--- src/mpwm_pkg.sv ---
package mpwm_pkg;
  localparam int DATA_W = 16;
  localparam int ADDR_W = 4;
  // Register map, word index
  localparam logic [3:0] ADDR_UNIT_CTRL  = 4'h0;
  localparam logic [3:0] ADDR_PRESCALE   = 4'h1;
  localparam logic [3:0] ADDR_MODE_M     = 4'h2;
  localparam logic [3:0] ADDR_MODE_S1    = 4'h3;
  localparam logic [3:0] ADDR_MODE_S2    = 4'h4;
  localparam logic [3:0] ADDR_PERIOD     = 4'h5;
  localparam logic [3:0] ADDR_DUTY1      = 4'h6;
  localparam logic [3:0] ADDR_DUTY2      = 4'h7;
  localparam logic [3:0] ADDR_OUT_CTRL   = 4'h8;
  localparam logic [3:0] ADDR_START      = 4'h9;
  localparam logic [3:0] ADDR_STOP       = 4'hA;
  localparam logic [3:0] ADDR_STATUS     = 4'hB;
  localparam logic [3:0] ADDR_CNT_M      = 4'hC;
  localparam logic [3:0] ADDR_CNT_S1     = 4'hD;
  localparam logic [3:0] ADDR_CNT_S2     = 4'hE;
  // Mode register fields
  localparam int MODE_MD0_BIT    = 0;
  localparam int MODE_MD_LSB     = 1;
  localparam int MODE_CIS_LSB    = 6;
  localparam int MODE_STS_LSB    = 8;
  localparam int MODE_MASTER_BIT = 11;
  localparam int MODE_CCS_BIT    = 12;
  localparam int MODE_CKS_LSB    = 14;
  localparam logic [2:0] MODE_INTERVAL = 3'h0;
  localparam logic [1:0] CKS_CLK0      = 2'h0;
  localparam logic [1:0] CKS_CLK1      = 2'h2;
  // Output control fields: value[2:0], enable[6:4], level[10:8], mode[14:12]
  localparam int OUT_VAL_LSB = 0;
  localparam int OUT_EN_LSB  = 4;
  localparam int OUT_LVL_LSB = 8;
  localparam int OUT_MOD_LSB = 12;
  localparam logic [15:0] MODE_RESET   = 16'h0000;
  localparam logic [15:0] PERIOD_RESET = 16'h0000;
  localparam logic [15:0] ZERO16       = 16'h0000;
endpackage

--- src/mpwm_tick_if.sv ---
`timescale 1ns/1ps
interface mpwm_tick_if;
  logic tick0;
  logic tick1;
  modport src (output tick0, output tick1);
  modport dst (input tick0, input tick1);
endinterface

--- src/mpwm_prescaler.sv ---
`timescale 1ns/1ps
module mpwm_prescaler (
  input  wire logic       clock,
  input  wire logic       reset,
  input  wire logic       enable,
  input  wire logic [3:0] sel0,
  input  wire logic [3:0] sel1,
  mpwm_tick_if.src        ticks
);
  import mpwm_pkg::*;
  logic [15:0] div_ff;

  function automatic logic tap(input logic [15:0] cnt, input logic [3:0] sel);
    logic [15:0] mask;
    mask = (16'h0001 << sel) - 16'h0001;
    return (cnt & mask) == mask;
  endfunction

  always_ff @(posedge clock) begin
    if (reset || !enable) begin
      div_ff <= ZERO16;
    end else begin
      div_ff <= div_ff + 16'h0001;
    end
  end

  // Two shared rates, divide by 2^sel
  assign ticks.tick0 = enable && tap(div_ff, sel0);
  assign ticks.tick1 = enable && tap(div_ff, sel1);
endmodule

--- src/mpwm_slave.sv ---
`timescale 1ns/1ps
module mpwm_slave #(
  parameter int WIDTH = 16
) (
  input  wire logic             clock,
  input  wire logic             reset,
  input  wire logic             running,
  input  wire logic             tick,
  input  wire logic             trigger,
  input  wire logic [WIDTH-1:0] duty,
  input  wire logic [WIDTH-1:0] period,
  output logic      [WIDTH-1:0] count,
  output logic                  irq,
  output logic                  active,
  output logic                  busy
);
  import mpwm_pkg::*;
  logic             pend_ff;
  logic             full_ff;
  logic [WIDTH:0]   per_p1;

  if (WIDTH < 2 || WIDTH > 16) begin : g_width_check
    $error("WIDTH out of range");
  end

  assign per_p1 = {1'b0, period} + {{WIDTH{1'b0}}, 1'b1};

  always_ff @(posedge clock) begin
    if (reset || !running) begin
      pend_ff <= 1'b0;
    end else if (trigger) begin
      pend_ff <= 1'b1;
    end else if (tick) begin
      pend_ff <= 1'b0;
    end
  end

  always_ff @(posedge clock) begin
    irq <= 1'b0;
    if (reset) begin
      count  <= '0;
      busy   <= 1'b0;
      active <= 1'b0;
      full_ff <= 1'b0;
    end else if (running && tick) begin
      if (pend_ff) begin
        count   <= duty;
        busy    <= (duty != '0);
        active  <= (duty != '0);
        full_ff <= ({1'b0, duty} > per_p1);
      end else if (busy) begin
        if (count == '0 || count == {{(WIDTH-1){1'b0}}, 1'b1}) begin
          count  <= '0;
          busy   <= 1'b0;
          irq    <= 1'b1;
          active <= full_ff;
        end else begin
          count <= count - {{(WIDTH-1){1'b0}}, 1'b1};
        end
      end
    end
  end
endmodule

--- src/mpwm_top.sv ---
// The register addresses and the address-and-strobe port are this design's own decisions.
`timescale 1ns/1ps
module mpwm_top #(
  parameter int WIDTH = 16
) (
  input  wire logic                        clock,
  input  wire logic                        reset,
  input  wire logic [mpwm_pkg::ADDR_W-1:0] addr,
  input  wire logic [15:0]                 wdata,
  input  wire logic                        wr_en,
  input  wire logic                        rd_en,
  output logic      [15:0]                 rdata,
  output logic                             master_output_pin,
  output logic                             slave_one_output_pin,
  output logic                             slave_two_output_pin,
  output logic                             master_period_irq,
  output logic                             slave_one_irq,
  output logic                             slave_two_irq
);
  import mpwm_pkg::*;

  if (WIDTH != 16) begin : g_width_check
    $error("WIDTH must be 16");
  end

  logic        unit_clock_enable_ff;
  logic [7:0]  clock_prescaler_select_ff;
  logic [15:0] mode_m_ff;
  logic [15:0] mode_s1_ff;
  logic [15:0] mode_s2_ff;
  logic [15:0] period_reload_value_ff;
  logic [15:0] duty_reload_one_ff;
  logic [15:0] duty_reload_two_ff;
  logic [2:0]  out_val;
  logic        pin_m_ff;
  logic        pin_s1_ff;
  logic        pin_s2_ff;
  logic [2:0]  out_en_ff;
  logic [2:0]  out_lvl_ff;
  logic [2:0]  out_mod_ff;
  logic        running_ff;
  logic        start_pend_ff;
  logic [15:0] master_counter_ff;
  logic        wr_ok;
  logic        start_req;
  logic        stop_req;
  logic        tick_m;
  logic        tick_s1;
  logic        tick_s2;
  logic [15:0] slave_counter_one;
  logic [15:0] slave_counter_two;
  logic        act1;
  logic        act2;
  logic        busy1;
  logic        busy2;
  logic        s1_irq;
  logic        s2_irq;
  logic        m_irq;
  logic        master_step;
  logic        wr_unit_ctrl;
  logic        wr_out_ctrl;
  logic [2:0]  channel_enable_status;
  logic [15:0] rd_mux;

  mpwm_tick_if ticks ();

  function automatic logic sel_tick(input logic [15:0] mode, input logic t0, input logic t1);
    logic [1:0] cks;
    cks = mode[MODE_CKS_LSB +: 2];
    if (mode[MODE_CCS_BIT]) begin
      return 1'b0;
    end
    case (cks)
      CKS_CLK0: return t0;
      CKS_CLK1: return t1;
      default:  return 1'b0;
    endcase
  endfunction

  function automatic logic out_level(input logic act, input logic inv);
    return act ^ inv;
  endfunction

  function automatic logic reg_write(input logic ok, input logic [3:0] a, input logic [3:0] target);
    return ok && (a == target);
  endfunction

  assign wr_ok        = wr_en && unit_clock_enable_ff;
  assign wr_unit_ctrl = reg_write(wr_en, addr, ADDR_UNIT_CTRL);
  assign wr_out_ctrl  = reg_write(wr_ok, addr, ADDR_OUT_CTRL);
  assign start_req    = reg_write(wr_ok, addr, ADDR_START) && wdata[0];
  assign stop_req     = reg_write(wr_ok, addr, ADDR_STOP) && wdata[0];

  mpwm_prescaler u_prescaler (
    .clock  (clock),
    .reset  (reset),
    .enable (unit_clock_enable_ff),
    .sel0   (clock_prescaler_select_ff[3:0]),
    .sel1   (clock_prescaler_select_ff[7:4]),
    .ticks  (ticks.src)
  );

  assign tick_m  = sel_tick(mode_m_ff, ticks.tick0, ticks.tick1);
  assign tick_s1 = sel_tick(mode_s1_ff, ticks.tick0, ticks.tick1);
  assign tick_s2 = sel_tick(mode_s2_ff, ticks.tick0, ticks.tick1);
  assign master_step = running_ff && tick_m && (mode_m_ff[MODE_MD_LSB +: 3] == MODE_INTERVAL);

  // Unit clock gate, always writable
  always_ff @(posedge clock) begin
    if (reset) begin
      unit_clock_enable_ff <= 1'b0;
    end else if (wr_unit_ctrl) begin
      unit_clock_enable_ff <= wdata[0];
    end
  end

  // Configuration registers
  always_ff @(posedge clock) begin
    if (reset) begin
      clock_prescaler_select_ff <= 8'h00;
      mode_m_ff                 <= MODE_RESET;
      mode_s1_ff                <= MODE_RESET;
      mode_s2_ff                <= MODE_RESET;
    end else if (wr_ok) begin
      case (addr)
        ADDR_PRESCALE: clock_prescaler_select_ff <= wdata[7:0];
        ADDR_MODE_M: begin
          mode_m_ff <= wdata;
        end
        ADDR_MODE_S1: begin
          if (!running_ff) mode_s1_ff <= wdata;
        end
        ADDR_MODE_S2: begin
          if (!running_ff) mode_s2_ff <= wdata;
        end
        default: begin
        end
      endcase
    end
  end

  // Reload registers, rewritable at any time while the unit clock is on
  always_ff @(posedge clock) begin
    if (reset) begin
      period_reload_value_ff <= PERIOD_RESET;
      duty_reload_one_ff     <= ZERO16;
      duty_reload_two_ff     <= ZERO16;
    end else if (wr_ok) begin
      case (addr)
        ADDR_PERIOD: period_reload_value_ff <= wdata;
        ADDR_DUTY1:  duty_reload_one_ff     <= wdata;
        ADDR_DUTY2:  duty_reload_two_ff     <= wdata;
        default: begin
        end
      endcase
    end
  end

  // Output enable, level and mode bits
  always_ff @(posedge clock) begin
    if (reset) begin
      out_en_ff  <= 3'h0;
      out_lvl_ff <= 3'h0;
      out_mod_ff <= 3'h0;
    end else if (wr_out_ctrl) begin
      out_en_ff <= wdata[OUT_EN_LSB +: 3];
      if (!running_ff) begin
        out_lvl_ff <= wdata[OUT_LVL_LSB +: 3];
        out_mod_ff <= wdata[OUT_MOD_LSB +: 3];
      end
    end
  end

  // Master pin, software level only
  always_ff @(posedge clock) begin
    if (reset) begin
      pin_m_ff <= 1'b0;
    end else if (wr_out_ctrl && !(running_ff && out_en_ff[0])) begin
      pin_m_ff <= wdata[OUT_VAL_LSB];
    end
  end

  // Slave one pin, software level or duty
  always_ff @(posedge clock) begin
    if (reset) begin
      pin_s1_ff <= 1'b0;
    end else if (wr_out_ctrl && !(running_ff && out_en_ff[1])) begin
      pin_s1_ff <= wdata[OUT_VAL_LSB + 1];
    end else if (running_ff && out_en_ff[1] && out_mod_ff[1]) begin
      pin_s1_ff <= out_level(act1, out_lvl_ff[1]);
    end
  end

  // Slave two pin, software level or duty
  always_ff @(posedge clock) begin
    if (reset) begin
      pin_s2_ff <= 1'b0;
    end else if (wr_out_ctrl && !(running_ff && out_en_ff[2])) begin
      pin_s2_ff <= wdata[OUT_VAL_LSB + 2];
    end else if (running_ff && out_en_ff[2] && out_mod_ff[2]) begin
      pin_s2_ff <= out_level(act2, out_lvl_ff[2]);
    end
  end

  assign out_val               = {pin_s2_ff, pin_s1_ff, pin_m_ff};
  assign channel_enable_status = {3{running_ff}};

  // Run state
  always_ff @(posedge clock) begin
    if (reset || !unit_clock_enable_ff) begin
      running_ff <= 1'b0;
    end else if (stop_req) begin
      running_ff <= 1'b0;
    end else if (start_req) begin
      running_ff <= 1'b1;
    end
  end

  // Start pending until the first master tick
  always_ff @(posedge clock) begin
    if (reset || !unit_clock_enable_ff || stop_req) begin
      start_pend_ff <= 1'b0;
    end else if (start_req && !running_ff) begin
      start_pend_ff <= 1'b1;
    end else if (tick_m) begin
      start_pend_ff <= 1'b0;
    end
  end

  // Master interval counter, mode 000B
  always_ff @(posedge clock) begin
    if (reset) begin
      master_counter_ff <= ZERO16;
    end else if (master_step) begin
      if (start_pend_ff) begin
        master_counter_ff <= period_reload_value_ff;
      end else if (master_counter_ff == ZERO16) begin
        master_counter_ff <= period_reload_value_ff;
      end else begin
        master_counter_ff <= master_counter_ff - 16'h0001;
      end
    end
  end

  // Master period interrupt, one cycle
  always_ff @(posedge clock) begin
    if (reset || !master_step) begin
      m_irq <= 1'b0;
    end else if (start_pend_ff) begin
      m_irq <= mode_m_ff[MODE_MD0_BIT];
    end else begin
      m_irq <= (master_counter_ff == ZERO16);
    end
  end

  mpwm_slave #(.WIDTH(WIDTH)) u_slave_one (
    .clock   (clock),
    .reset   (reset),
    .running (running_ff),
    .tick    (tick_s1),
    .trigger (m_irq),
    .duty    (duty_reload_one_ff),
    .period  (period_reload_value_ff),
    .count   (slave_counter_one),
    .irq     (s1_irq),
    .active  (act1),
    .busy    (busy1)
  );

  mpwm_slave #(.WIDTH(WIDTH)) u_slave_two (
    .clock   (clock),
    .reset   (reset),
    .running (running_ff),
    .tick    (tick_s2),
    .trigger (m_irq),
    .duty    (duty_reload_two_ff),
    .period  (period_reload_value_ff),
    .count   (slave_counter_two),
    .irq     (s2_irq),
    .active  (act2),
    .busy    (busy2)
  );

  assign master_period_irq    = m_irq;
  assign slave_one_irq        = s1_irq;
  assign slave_two_irq        = s2_irq;
  assign master_output_pin    = pin_m_ff;
  assign slave_one_output_pin = pin_s1_ff;
  assign slave_two_output_pin = pin_s2_ff;

  // Read select
  always_comb begin
    case (addr)
      ADDR_UNIT_CTRL: rd_mux = {15'h0000, unit_clock_enable_ff};
      ADDR_PRESCALE:  rd_mux = {8'h00, clock_prescaler_select_ff};
      ADDR_MODE_M:    rd_mux = {mode_m_ff[15:12], 1'b0, mode_m_ff[10:0]};
      ADDR_MODE_S1:   rd_mux = mode_s1_ff;
      ADDR_MODE_S2:   rd_mux = mode_s2_ff;
      ADDR_PERIOD:    rd_mux = period_reload_value_ff;
      ADDR_DUTY1:     rd_mux = duty_reload_one_ff;
      ADDR_DUTY2:     rd_mux = duty_reload_two_ff;
      ADDR_OUT_CTRL:  rd_mux = {1'b0, out_mod_ff, 1'b0, out_lvl_ff, 1'b0, out_en_ff, 1'b0, out_val};
      ADDR_STATUS:    rd_mux = {11'h000, busy2, busy1, channel_enable_status};
      ADDR_CNT_M:     rd_mux = master_counter_ff;
      ADDR_CNT_S1:    rd_mux = slave_counter_one;
      ADDR_CNT_S2:    rd_mux = slave_counter_two;
      default:        rd_mux = ZERO16;
    endcase
  end

  // Read port, data one cycle after strobe
  always_ff @(posedge clock) begin
    if (reset) begin
      rdata <= ZERO16;
    end else if (rd_en) begin
      rdata <= rd_mux;
    end
  end
endmodule

--- config.mk ---
export PLATFORM = sky130hd
export DESIGN_NAME = mpwm_top
export DESIGN_NICKNAME = d
export VERILOG_FILES = /design/src/mpwm_pkg.sv /design/src/mpwm_tick_if.sv /design/src/mpwm_prescaler.sv /design/src/mpwm_slave.sv /design/src/mpwm_top.sv
export SDC_FILE = /design/constraint.sdc
export NUM_CORES = 1
export LEC_CHECK = 0
export ABC_AREA = 0
export BUFFER_PORTS_ARGS = -buffer_cell sky130_fd_sc_hd__buf_2
export CAP_MARGIN = 30
export CELL_PAD_IN_SITES_DETAIL_PLACEMENT = 0
export CELL_PAD_IN_SITES_GLOBAL_PLACEMENT = 2
export CORE_ASPECT_RATIO = 1.75
export CORE_MARGIN = 3
export CORE_UTILIZATION = 37
export DETAILED_ROUTE_END_ITERATION = 6
export GPL_TIMING_DRIVEN = 0
export MAX_ROUTING_LAYER = met4
export PLACE_DENSITY = 0.86
export SLEW_MARGIN = 20
export SYNTH_ARGS = -nofsm -noshare
export SYNTH_HDL_FRONTEND = slang
export SYNTH_SLANG_ARGS = --single-unit
--- constraint.sdc ---
create_clock -name clock -period 4.2 [get_ports clock]
set_clock_uncertainty 0.15 [all_clocks]
set_input_delay 0.21 -clock clock [delete_from_list [all_inputs] [get_ports clock]]
set_output_delay 0.21 -clock clock [all_outputs]
set_load 0.02 [all_outputs]
Word-level counts from Yosys, hierarchy flattened
Index checks and enable logic that the tools add are counted. W data, S select, Z words.

$add $sub $neg: 7. Order comparisons: 2. Equal/unequal tests: 21. Shift operators: 2. Mux-type cells: 46. Bitwise logic cells: 9. Reduce and logical (&&, ||, !) cells: 70.

Operators with widths (count): $pmux W16 S13 (1); $mux W16 (8); $sub A16 B1 Y16 const B (5); $logic_not A16 Y1 (3); $gt A16 B17 Y1 (2); $mux W1 (34); $and A16 B16 Y16 (2); $eq A16 B1 Y1 const B (2); $eq A16 B16 Y1 (2); $reduce_bool A16 Y1 (2); $shl A1 B4 Y16 const A (2); $eq A4 B4 Y1 const B (7); $logic_and A1 B1 Y1 (22); $reduce_and A2 Y1 (10); $reduce_bool A2 Y1 (9); $add A16 B1 Y17 const B (1); $add A16 B1 Y16 const B (1); $eq A4 B3 Y1 const B (4); $reduce_and A3 Y1 (4); $eq A4 B2 Y1 const B (2); $reduce_or A4 Y1 (2); $eq A2 B2 Y1 const B (3); $logic_not A1 Y1 (6); $logic_not A2 Y1 (3); 8 further kinds (20).

Register bits: 210. Input port bits: 24. Output and inout bits: 22. Word-level logic and storage cells: 189.

Longest topological paths before layout
Gate-level depths: netlist of run 1.

Depth after elaboration: 11. Depth in mapped cells: 15. Mapped depth without buffers: 15.

Cells and area by module
A second synthesis of run 1 with hierarchy kept.

Cell total of the unflattened synthesis: 1520. Area total of the unflattened synthesis: 12094.1 um^2.

Modules (own cells, without submodules): mpwm_top (times used 1, cells each 883, area each 7159.4 um^2, seq. area each 3022.9 um^2); mpwm_slave (times used 2, cells each 238, area each 1889.3 um^2, seq. area each 420.4 um^2); mpwm_prescaler (times used 1, cells each 161, area each 1156.1 um^2, seq. area each 300.3 um^2).

Least setup slack after synthesis of run 1
Ideal clock, no wire load.

Kind: flip-flop to flip-flop. Start: reg clock_prescaler_select_ff[7]. End: reg u_slave_two.count[11]. Library setup time: 131 ps. Arrival time: 2988 ps. Data required time: 3919 ps. Path slack: 932 ps. Cell stages (with the launch flop): 15. Path buffers: 4. Clock period less this slack: 3268 ps. Cells stage by stage: dfxtp_1 > clkbuf_1 > or4_1 > ha_1 > clkbuf_2 > and2_1 > o2111ai_1 > nand4_1 > nor4_4 > a32o_2 > buf_6 > nand2_4 > buf_6 > o211ai_1 > o31ai_1.

Cells in the longest elaborated chain, start to end: 9.

Ends and longest elaborated chain: start, declared (line mpwm_top.sv:27) `logic [7:0] clock_prescaler_select_ff;`; start signal, assigned (line mpwm_top.sv:126) `ADDR_PRESCALE: clock_prescaler_select_ff <= wdata[7:0];`; $shl A1 B4 Y16 (*) (line mpwm_prescaler.sv:15) `mask = (16'h0001 << sel) - 16'h0001;`; $sub A16 B1 Y16 (*) (line mpwm_prescaler.sv:15); $and A16 B16 Y16 (line mpwm_prescaler.sv:16) `return (cnt & mask) == mask;`; $eq A16 B16 Y1 (*) (line mpwm_prescaler.sv:16); $logic_and A1 B1 Y1 (*) (line mpwm_prescaler.sv:29) `assign ticks.tick1 = enable && tap(div_ff, sel1);`; $pmux W1 S2 (*) (line mpwm_top.sv:73) `case (cks)`; $mux W1 (*) (line mpwm_top.sv:73); $logic_and A1 B1 Y1 (*) (line mpwm_slave.sv:45) `end else if (running && tick) begin`; $reduce_and A2 Y1 (no source line) (*); end signal, assigned (line mpwm_slave.sv:47) `count <= duty;`; end signal, assigned (line mpwm_slave.sv:58) `count <= count - {{(WIDTH-1){1'b0}}, 1'b1};`; end, declared (line mpwm_slave.sv:12) `output logic [WIDTH-1:0] count,`.

Mark *: on every way between the ends. The rest lies on a longest branch, timed or not. A chain may end at the register's enable or synchronous reset.

Worst setup path after layout of run 1
Start: reg clock_prescaler_select_ff[7]. End: reg m_irq, in the netlist master_period_irq.

Cells in the longest elaborated chain, start to end: 11.

Ends and longest elaborated chain: $shl A1 B4 Y16 (*) (line mpwm_prescaler.sv:15); $sub A16 B1 Y16 (*) (line mpwm_prescaler.sv:15); $and A16 B16 Y16 (line mpwm_prescaler.sv:16); $eq A16 B16 Y1 (*) (line mpwm_prescaler.sv:16); $logic_and A1 B1 Y1 (*) (line mpwm_prescaler.sv:29); $pmux W1 S2 (*) (line mpwm_top.sv:73); $mux W1 (*) (line mpwm_top.sv:73); $logic_and A1 B1 Y1 (*) (2 in series) (line mpwm_top.sv:106) `assign master_step = running_ff && tick_m && (mode_m_ff[MODE_MD_LSB +: 3] == MODE_INTERVAL);`; $logic_not A1 Y1 (*) (line mpwm_top.sv:247) `if (reset || !master_step) begin`; $logic_or A1 B1 Y1 (*) (line mpwm_top.sv:247); end signal, assigned (line mpwm_top.sv:250) `m_irq <= mode_m_ff[MODE_MD0_BIT];`; end signal, assigned (line mpwm_top.sv:252) `m_irq <= (master_counter_ff == ZERO16);`; end, declared (line mpwm_top.sv:58) `logic m_irq;`.

Marked as above.

==> qor.json, run 1 <==
{
  "drt_first_pass_iters": {"value": 6},
  "ant_nets": {"value": 0},
  "num_vias": {"value": 12540},
  "cts.sink_count": {"value": 208},
  "end_kind": {"value": "flop"},
  "synth-edff-count": {"value": 0},
  "run_status": {"value": "finished, final reports clean"},
  "wire_per_inst": {"value": 27.65, "unit": "um"},
  "grt_remaining_overflow": {"value": 0},
  "portBuffers": {"value": 39},
  "grt_max_degree": {"value": 15},
  "fmax": {"value": 245.6, "unit": "MHz"},
  "global_route.usage.met3": {"value": 3.423, "unit": "%"},
  "worst_path_dominant_cell_family": {"value": "simple AND/OR/NAND/NOR gates"},
  "die_h": {"value": 240.5, "unit": "um"},
  "antenna_cells_inserted": {"value": 0},
  "max_slew_headroom_at_the_worst_pin": {"value": 28.21, "unit": "%"},
  "worstMarginPinSlew": {"value": 1077, "unit": "ps"},
  "flow.area_growth_from_synthesis": {"value": 14.95, "unit": "%"},
  "timing.critical_path.from_type": {"value": "flop"},
  "wirelength": {"value": 55800, "unit": "um"},
  "dp_hpwl": {"value": 42770, "unit": "um"},
  "finalMaxSlewViolations": {"value": 0},
  "fin_worst_hold_slack": {"value": 78.85, "unit": "ps"},
  "die_area": {"value": 33670, "unit": "sq um"},
  "netlist.top_cell.by_area": {"value": "sky130_fd_sc_hd__dfxtp_1"},
  "leakage": {"value": 4.630, "unit": "nW"},
  "yosysWarningCount": {"value": 0},
  "cts_buffer_depth": {"value": 3},
  "initial_core_utilization": {"value": 37.69, "unit": "%"},
  "clock_slew_seen_by_the_registers_of_the_worst_setup_and_hold_paths": {"value": 70, "unit": "ps"},
  "r2r.worst_path.cells": {"value": 11},
  "groute.usage.overall": {"value": 33.15, "unit": "%"},
  "area_of_the_core": {"value": 30840, "unit": "sq um"},
  "io_pins": {"value": 46},
  "worst-endpoint-required": {"value": 4420, "unit": "ps"},
  "maxcap_viol_count": {"value": 0},
  "floorplan.rows": {"value": 85},
  "numCtsBuffers": {"value": 23},
  "post-route-min-period": {"value": 4071, "unit": "ps"},
  "avgViaCountPerCell": {"value": 6.212},
  "rsz_0062_raised_after_global_routing": {"value": "false"},
  "cp_cell_sequence": {"value": "clkbuf_2 > or4_1 > ha_1 > o21ai_0 > a311oi_1 > nand4_1 > nor4_4 > and3_1 > a21oi_1 > nand2b_2 > a2111oi_4"},
  "critical_path_top_delay_cell": {"value": "sky130_fd_sc_hd__or4_1"},
  "whs_path_cells": {"value": 4},
  "grt_pass1_wl": {"value": 81140, "unit": "um"},
  "most_common_cell_in_the_netlist": {"value": "sky130_fd_sc_hd__nand2_1"},
  "clock_tree_from_tritoncts": {"value": "built"},
  "synth.yosys.seq_area_share": {"value": 35.82, "unit": "%"},
  "synth_ff_type": {"value": "sky130_fd_sc_hd__dfxtp_1"},
  "num-nets-final": {"value": 1677},
  "syn_area": {"value": 11620, "unit": "sq um"},
  "worst-path-stages": {"value": 11},
  "busiest_layer": {"value": "met2"},
  "cp_max_fo": {"value": 10},
  "synth_common_cells": {"value": "sky130_fd_sc_hd__nand2_1 (292), sky130_fd_sc_hd__dfxtp_1 (208), sky130_fd_sc_hd__a21oi_1 (194), sky130_fd_sc_hd__nor2_1 (124), sky130_fd_sc_hd__clkbuf_1 (80)"},
  "gr-usage-met2": {"value": 58.14, "unit": "%"},
  "power_density": {"value": 328.9, "unit": "nW/um^2"},
  "synth_cell_type_count": {"value": 79},
  "layout_worst_path_cycle_share": {"value": 96.94, "unit": "%"},
  "synth-seq-cells": {"value": 208},
  "insertion_delay_to_the_later_sink_of_the_worst_skew_pair": {"value": 530, "unit": "ps"},
  "cp.arrival": {"value": 4300, "unit": "ps"},
  "peakVddDrop": {"value": 0.2969, "unit": "mV"},
  "netlist_instances": {"value": 1524},
  "hp-class": {"value": "in -> reg"},
  "cts-root-buf": {"value": "sky130_fd_sc_hd__clkbuf_16"},
  "gp_congestion": {"value": 1.016},
  "finalSetupViolations": {"value": 0},
  "synth-async-reset-ratio": {"value": 0, "unit": "%"},
  "syn_area_per_cell": {"value": 7.628, "unit": "sq um"},
  "fill_cells": {"value": 3198},
  "drc": {"value": 0},
  "die_width": {"value": 140.0, "unit": "um"},
  "antenna_found_initial": {"value": 0},
  "critical_path.max_stage_delay": {"value": 510, "unit": "ps"},
  "timing_hold_violations_final": {"value": 0},
  "post_cts_buffers": {"value": 0},
  "cts_htree_levels": {"value": 1},
  "crit_buf_inv": {"value": 1},
  "detailedRoute.firstIterationViolations": {"value": 999},
  "drive_above_1_share": {"value": 8.789, "unit": "%"},
  "yosys-top-cells-area": {"value": "sky130_fd_sc_hd__dfxtp_1 (36%), sky130_fd_sc_hd__nand2_1 (9.4%), sky130_fd_sc_hd__a21oi_1 (8.4%), sky130_fd_sc_hd__ha_1 (4.5%), sky130_fd_sc_hd__nor2_1 (4.0%)"},
  "syn-num-nets": {"value": 1590},
  "final_core_util": {"value": 43.33, "unit": "%"},
  "vias_in_the_first_global_route": {"value": 12240},
  "met1_usage": {"value": 34.42, "unit": "%"},
  "synth.top_cell.area_share": {"value": 35.82, "unit": "%"},
  "worst-setup-path-type": {"value": "reg -> reg"}
}
## tightest hold or removal path, cell delays in order
cell and delay (ps):
sky130_fd_sc_hd__buf_2 140, sky130_fd_sc_hd__a31oi_1 80, sky130_fd_sc_hd__o2111ai_1 160, sky130_fd_sc_hd__o21ai_0 110
## repair_timing
| item | CTS | global route |
|---|---|---|
| hold buffers | 15 | 0 |
| pin swaps | 0 | 2 |
| endpoints found under the setup margin | 1 | 16 |
| endpoints found under the hold margin | 91 | 0 |
| gates resized for setup | 2 | 4 |
## flip-flops by register name, summed over array words and instances (netlist names), 3 cells and up
| register | count |
|---|---|
| u_prescaler.div_ff | 15 |
| period_reload_value_ff | 16 |
| out_mod_ff | 3 |
| out_en_ff | 3 |
| master_counter_ff | 16 |
| duty_reload_one_ff | 16 |
| mode_s2_ff | 16 |
| u_slave_one.count | 16 |
| mode_m_ff | 15 |
| out_lvl_ff | 3 |
| mode_s1_ff | 16 |
| clock_prescaler_select_ff | 8 |
| duty_reload_two_ff | 16 |
| u_slave_two.count | 16 |
| rdata | 16 |
## metrics by stage
step	cells	worst slack [ps]	TNS, ps	power [mW]	cell area [sq um]
final	2018	128.7	0	4.395	13360
after global routing	2018	12.02	0	4.476	13360
after CTS	2016	135.2	0	4.399	13340
after detailed placement	1960	-290.2	-290.2	2.193	12370
after global placement	1954	-381.3	-381.3	2.191	12310
after floorplan	1524	932.0	0	2.088	11620
## report_power, final
part	internal (mW)	switching [mW]
Sequential	1.97	0.00124
Combinational	0.0383	0.156
Clock	1.31	0.922
Total	3.32	1.08
## layer usage
| metal | vias up | part of all wire [%] |
|---|---|---|
| met1 | 6062 | 36 |
| met2 | 582 | 50 |
| met3 | 218 | 5.4 |
| li1 | 5673 | - |
| met4 | 0 | 9.1 |
| met5 | - | 0 |
## logic make-up (layout without fill, tap and decap cells)
group           count (synthesis)  after routing  share of synthesized area, %
simple gates                  649            649                         26.14
compound gates                443            443                         24.77
flops                         208            208                         35.82
buf+inv                       131            234                         4.693
fa+ha+maj                      42             42                         4.520
xor+xnor                       32             32                         2.411
mux                            19             19                         1.647
## worst paths after layout
| kind | to | slack, ps | start |
|---|---|---|---|
| worst min-delay path | u_slave_two.full_ff$_SDFFE_PP0P_ | 80 | reset |
| worst max-delay path | master_period_irq$_SDFF_PP0_ | 130 | clock_prescaler_select_ff[7]$_SDFFE_PP0P_ |
| worst max register to register | master_period_irq$_SDFF_PP0_ | 130 | clock_prescaler_select_ff[7]$_SDFFE_PP0P_ |
| worst min register to register | mode_m_ff[7]$_SDFFE_PP0P_ | 310 | mode_m_ff[7]$_SDFFE_PP0P_ |
## cell type report
cell class	count	area (sq um)	area share, %
timing repair buffer	62	404.1	3.024
inverter	26	97.59	0.7303
sequential	208	4164	31.16
tap	391	489.2	3.661
clock inverter	14	180.2	1.348
multi-input combinational	1185	6958	52.07
buffer	105	449.2	3.361
clock buffer	27	620.6	4.644
## cell usage in the layout (no fill, tap or decap), types with 42 or more instances in the layout
master,count
sky130_fd_sc_hd__a21oi_1,194
sky130_fd_sc_hd__a22oi_1,59
sky130_fd_sc_hd__buf_2,62
sky130_fd_sc_hd__clkbuf_1,80
sky130_fd_sc_hd__dfxtp_1,208
sky130_fd_sc_hd__ha_1,42
sky130_fd_sc_hd__nand2_1,292
sky130_fd_sc_hd__nand3_1,49
sky130_fd_sc_hd__nor2_1,124
sky130_fd_sc_hd__o21ai_0,44
(Power assumes the default switching activity.)
==> run 2: changes to the inputs <==
- BUFFER_PORTS_ARGS: -buffer_cell sky130_fd_sc_hd__buf_2 -> not set
- CORE_UTILIZATION: 37 -> 38
- CTS_CLUSTER_SIZE: not set -> 8
- DONT_BUFFER_PORTS: not set -> 1
==> qor.json, run 2 (same netlist as run 1, synthesis figures left out) <==
{
  "dpl.cell_count": {"value": 1914, "change": "was 1960"},
  "combined_flip_flop_and_latch_cell_area": {"value": 4164, "unit": "sq um", "change": "unchanged"},
  "critical_path.max_stage_delay": {"value": 540, "unit": "ps", "change": "was 510 ps"},
  "fill_cells": {"value": 3152, "change": "was 3198"},
  "grt_remaining_overflow": {"value": 0, "change": "unchanged"},
  "die_h": {"value": 237.4, "unit": "um", "change": "was 240.5 um"},
  "num-nets-final": {"value": 1642, "change": "was 1677"},
  "drt_first_pass_iters": {"value": 6, "change": "unchanged"},
  "cts_buffer_depth": {"value": 3, "change": "unchanged"},
  "worst-setup-path-type": {"value": "reg -> reg", "change": "unchanged"},
  "leakage": {"value": 4.386, "unit": "nW", "change": "was 4.630 nW"},
  "drive_above_1_share": {"value": 5.714, "unit": "%", "change": "was 8.789%"},
  "grt_pass1_wl": {"value": 81790, "unit": "um", "change": "was 81140 um"},
  "finalMaxSlewViolations": {"value": 0, "change": "unchanged"},
  "finalSetupViolations": {"value": 0, "change": "unchanged"},
  "cp_cell_sequence": {"value": "clkbuf_1 > or4_1 > ha_1 > clkbuf_2 > and2_1 > o2111ai_1 > nand4_1 > nor4_4 > a22o_1 > nand2_2 > buf_2 > o21ai_0 > a21oi_1", "change": "was clkbuf_2 > or4_1 > ha_1 > o21ai_0 > a311oi_1 > nand4_1 > nor4_4 > and3_1 > a21oi_1 > nand2b_2 > a2111oi_4"},
  "rsz_0062_raised_after_global_routing": {"value": "false", "change": "unchanged"},
  "wire_per_inst": {"value": 28.66, "unit": "um", "change": "was 27.65 um"},
  "failed_checks": {"value": "negative hold slack"},
  "flow.area_growth_from_synthesis": {"value": 12.64, "unit": "%", "change": "was 14.95%"},
  "initial_core_utilization": {"value": 38.67, "unit": "%", "change": "was 37.69%"},
  "antenna_found_initial": {"value": 2, "change": "was 0"},
  "cp.arrival": {"value": 4320, "unit": "ps", "change": "was 4300 ps"},
  "run_status": {"value": "finished, violations left", "change": "was finished, final reports clean"},
  "detailed_place.area": {"value": 12160, "unit": "sq um", "change": "was 12370 sq um"},
  "fmax": {"value": 246.3, "unit": "MHz", "change": "was 245.6 MHz"},
  "insertion_delay_to_the_later_sink_of_the_worst_skew_pair": {"value": 570, "unit": "ps", "change": "was 530 ps"},
  "die_area": {"value": 32810, "unit": "sq um", "change": "was 33670 sq um"},
  "vias_in_the_first_global_route": {"value": 12230, "change": "was 12240"},
  "multiInputGateArea": {"value": 6964, "unit": "sq um", "change": "was 6958 sq um"},
  "ant_nets": {"value": 0, "change": "unchanged"},
  "hp-class": {"value": "in -> reg", "change": "unchanged"},
  "cp_max_fo": {"value": 10, "change": "unchanged"},
  "cts_htree_levels": {"value": 1, "change": "unchanged"},
  "worst-endpoint-required": {"value": 4460, "unit": "ps", "change": "was 4420 ps"},
  "critical_path_top_delay_cell": {"value": "sky130_fd_sc_hd__or4_1", "change": "unchanged"},
  "io_pins": {"value": 46, "change": "unchanged"},
  "groute.usage.overall": {"value": 34.05, "unit": "%", "change": "was 33.15%"},
  "num_vias": {"value": 12480, "change": "was 12540"},
  "die_width": {"value": 138.2, "unit": "um", "change": "was 140.0 um"},
  "max_slew_headroom_at_the_worst_pin": {"value": 30.31, "unit": "%", "change": "was 28.21%"},
  "clock_tree_from_tritoncts": {"value": "built", "change": "unchanged"},
  "commonest_non_fill_non_tap_cells_in_the_layout": {"value": "sky130_fd_sc_hd__nand2_1 (292), sky130_fd_sc_hd__dfxtp_1 (208), sky130_fd_sc_hd__a21oi_1 (194), sky130_fd_sc_hd__nor2_1 (124), sky130_fd_sc_hd__clkbuf_1 (79)", "change": "was sky130_fd_sc_hd__nand2_1 (292), sky130_fd_sc_hd__dfxtp_1 (208), sky130_fd_sc_hd__a21oi_1 (194), sky130_fd_sc_hd__nor2_1 (124), sky130_fd_sc_hd__clkbuf_1 (80)"},
  "floorplan.rows": {"value": 84, "change": "was 85"},
  "post_cts_buffers": {"value": 0, "change": "unchanged"},
  "drc": {"value": 0, "change": "unchanged"},
  "dp_hpwl": {"value": 42990, "unit": "um", "change": "was 42770 um"},
  "pre_cts_slack": {"value": -66.47, "unit": "ps", "change": "was -290.2 ps"},
  "clock_slew_seen_by_the_registers_of_the_worst_setup_and_hold_paths": {"value": 50, "unit": "ps", "change": "was 70 ps"},
  "numCtsBuffers": {"value": 29, "change": "was 23"},
  "fin_worst_hold_slack": {"value": -40.10, "unit": "ps", "change": "was 78.85 ps"},
  "area_of_the_core": {"value": 30060, "unit": "sq um", "change": "was 30840 sq um"},
  "detailedRoute.firstIterationViolations": {"value": 1186, "change": "was 999"},
  "gp_congestion": {"value": 1.042, "change": "was 1.016"},
  "portBuffers": {"value": 0, "change": "was 39"},
  "setup_slack": {"value": 139.7, "unit": "ps", "change": "was 128.7 ps"},
  "final_cells": {"value": 1964, "change": "was 2018"},
  "final_common_cell": {"value": "sky130_fd_sc_hd__nand2_1", "change": "unchanged"},
  "post-route-min-period": {"value": 4060, "unit": "ps", "change": "was 4071 ps"},
  "layout_worst_path_cycle_share": {"value": 96.67, "unit": "%", "change": "was 96.94%"},
  "timing.critical_path.from_type": {"value": "flop", "change": "unchanged"},
  "avgViaCountPerCell": {"value": 6.355, "change": "was 6.212"},
  "cts-root-buf": {"value": "sky130_fd_sc_hd__clkbuf_16", "change": "unchanged"},
  "maxcap_viol_count": {"value": 0, "change": "unchanged"},
  "peakVddDrop": {"value": 0.3066, "unit": "mV", "change": "was 0.2969 mV"},
  "wirelength": {"value": 56290, "unit": "um", "change": "was 55800 um"},
  "final_area": {"value": 13090, "unit": "sq um", "change": "was 13360 sq um"},
  "worstMarginPinSlew": {"value": 1045, "unit": "ps", "change": "was 1077 ps"},
  "timing_hold_violations_final": {"value": 1, "change": "was 0"},
  "power_density": {"value": 324.4, "unit": "nW/um^2", "change": "was 328.9 nW/um^2"},
  "cts.sink_count": {"value": 208, "change": "unchanged"},
  "end_kind": {"value": "flop", "change": "unchanged"},
  "grt_max_degree": {"value": 15, "change": "unchanged"}
}
[run 2: cell count changes in the layout (fill, tap and decap cells not counted), sizes merged]
cell	change
buf	-44
bufinv	-4
dlygate4sd3	+3
diode	+2
clkinv	-8
clkinvlp	-1
clkbuf	+2
[run 2: power by group]
part	switching [mW]	internal [mW]
registers	0.00135	1.98
clock network	0.894	1.20
logic	0.144	0.0315
[run 2: layout make-up]
type                            count  area share (%)
Inverter                           26          0.7453
Multi-Input combinational cell   1185           53.19
Timing Repair Buffer               22           1.529
Clock buffer                       29           5.542
Tap cell                          387           3.698
Buffer                            104           3.392
Clock inverter                      1         0.06689
Sequential cell                   208           31.80
Antenna cell                        2         0.03822
[run 2: path summary, 6_finish.rpt]
check / startpoint / slack (ps) / endpoint / cells past startpoint
setup / recovery: clock_prescaler_select_ff[7]$_SDFFE_PP0P_ / 140 / u_slave_one.count[10]$_SDFFE_PP0P_ / 13
hold / removal: addr[1] / -40 / mode_m_ff[2]$_SDFFE_PP0P_ / 4
setup reg to reg: clock_prescaler_select_ff[7]$_SDFFE_PP0P_ / 140 / u_slave_one.count[10]$_SDFFE_PP0P_ / 13
hold reg to reg: mode_m_ff[6]$_SDFFE_PP0P_ / 310 / mode_m_ff[6]$_SDFFE_PP0P_ / 2
[run 2: critical path, delay by kind of cell (launching register included)]
kind | cells | cell delay (ps)
AOI/OAI and AO/OA | 4 | 830
adders and majority gates | 1 | 200
buffers and inverters | 3 | 710
DFF | 1 | 380
and+or+nand+nor | 5 | 1620
[run 2: timing repair]
action / 4_1_cts / 5_1_grt
pin swaps: 0 / 0
resized for setup: 1 / 1
endpoints found under the hold margin: 103 / 0
setup endpoints to repair: 1 / 2
hold buffers: 18 / 0
[run 2: stage by stage]
stage | TNS [ps] | util, % | power [mW]
4_1_cts | 0 | 43.50 | 4.265
5_1_grt | 0 | 43.56 | 4.339
3_3_place_gp | -153.4 | 40.28 | 2.156
3_5_place_dp | -66.47 | 40.44 | 2.157
6_report | 0 | 43.56 | 4.248
2_1_floorplan | 0 | - | 2.088
[run 2: per-layer routing]
metal,vias to the layer above,routed length (um),GRT usage [%]
li1,5600,-,-
met1,5916,19170,33.85
met2,662,27290,57.42
met3,303,3779,6.079
met4,0,6045,28.89
met5,-,0,-
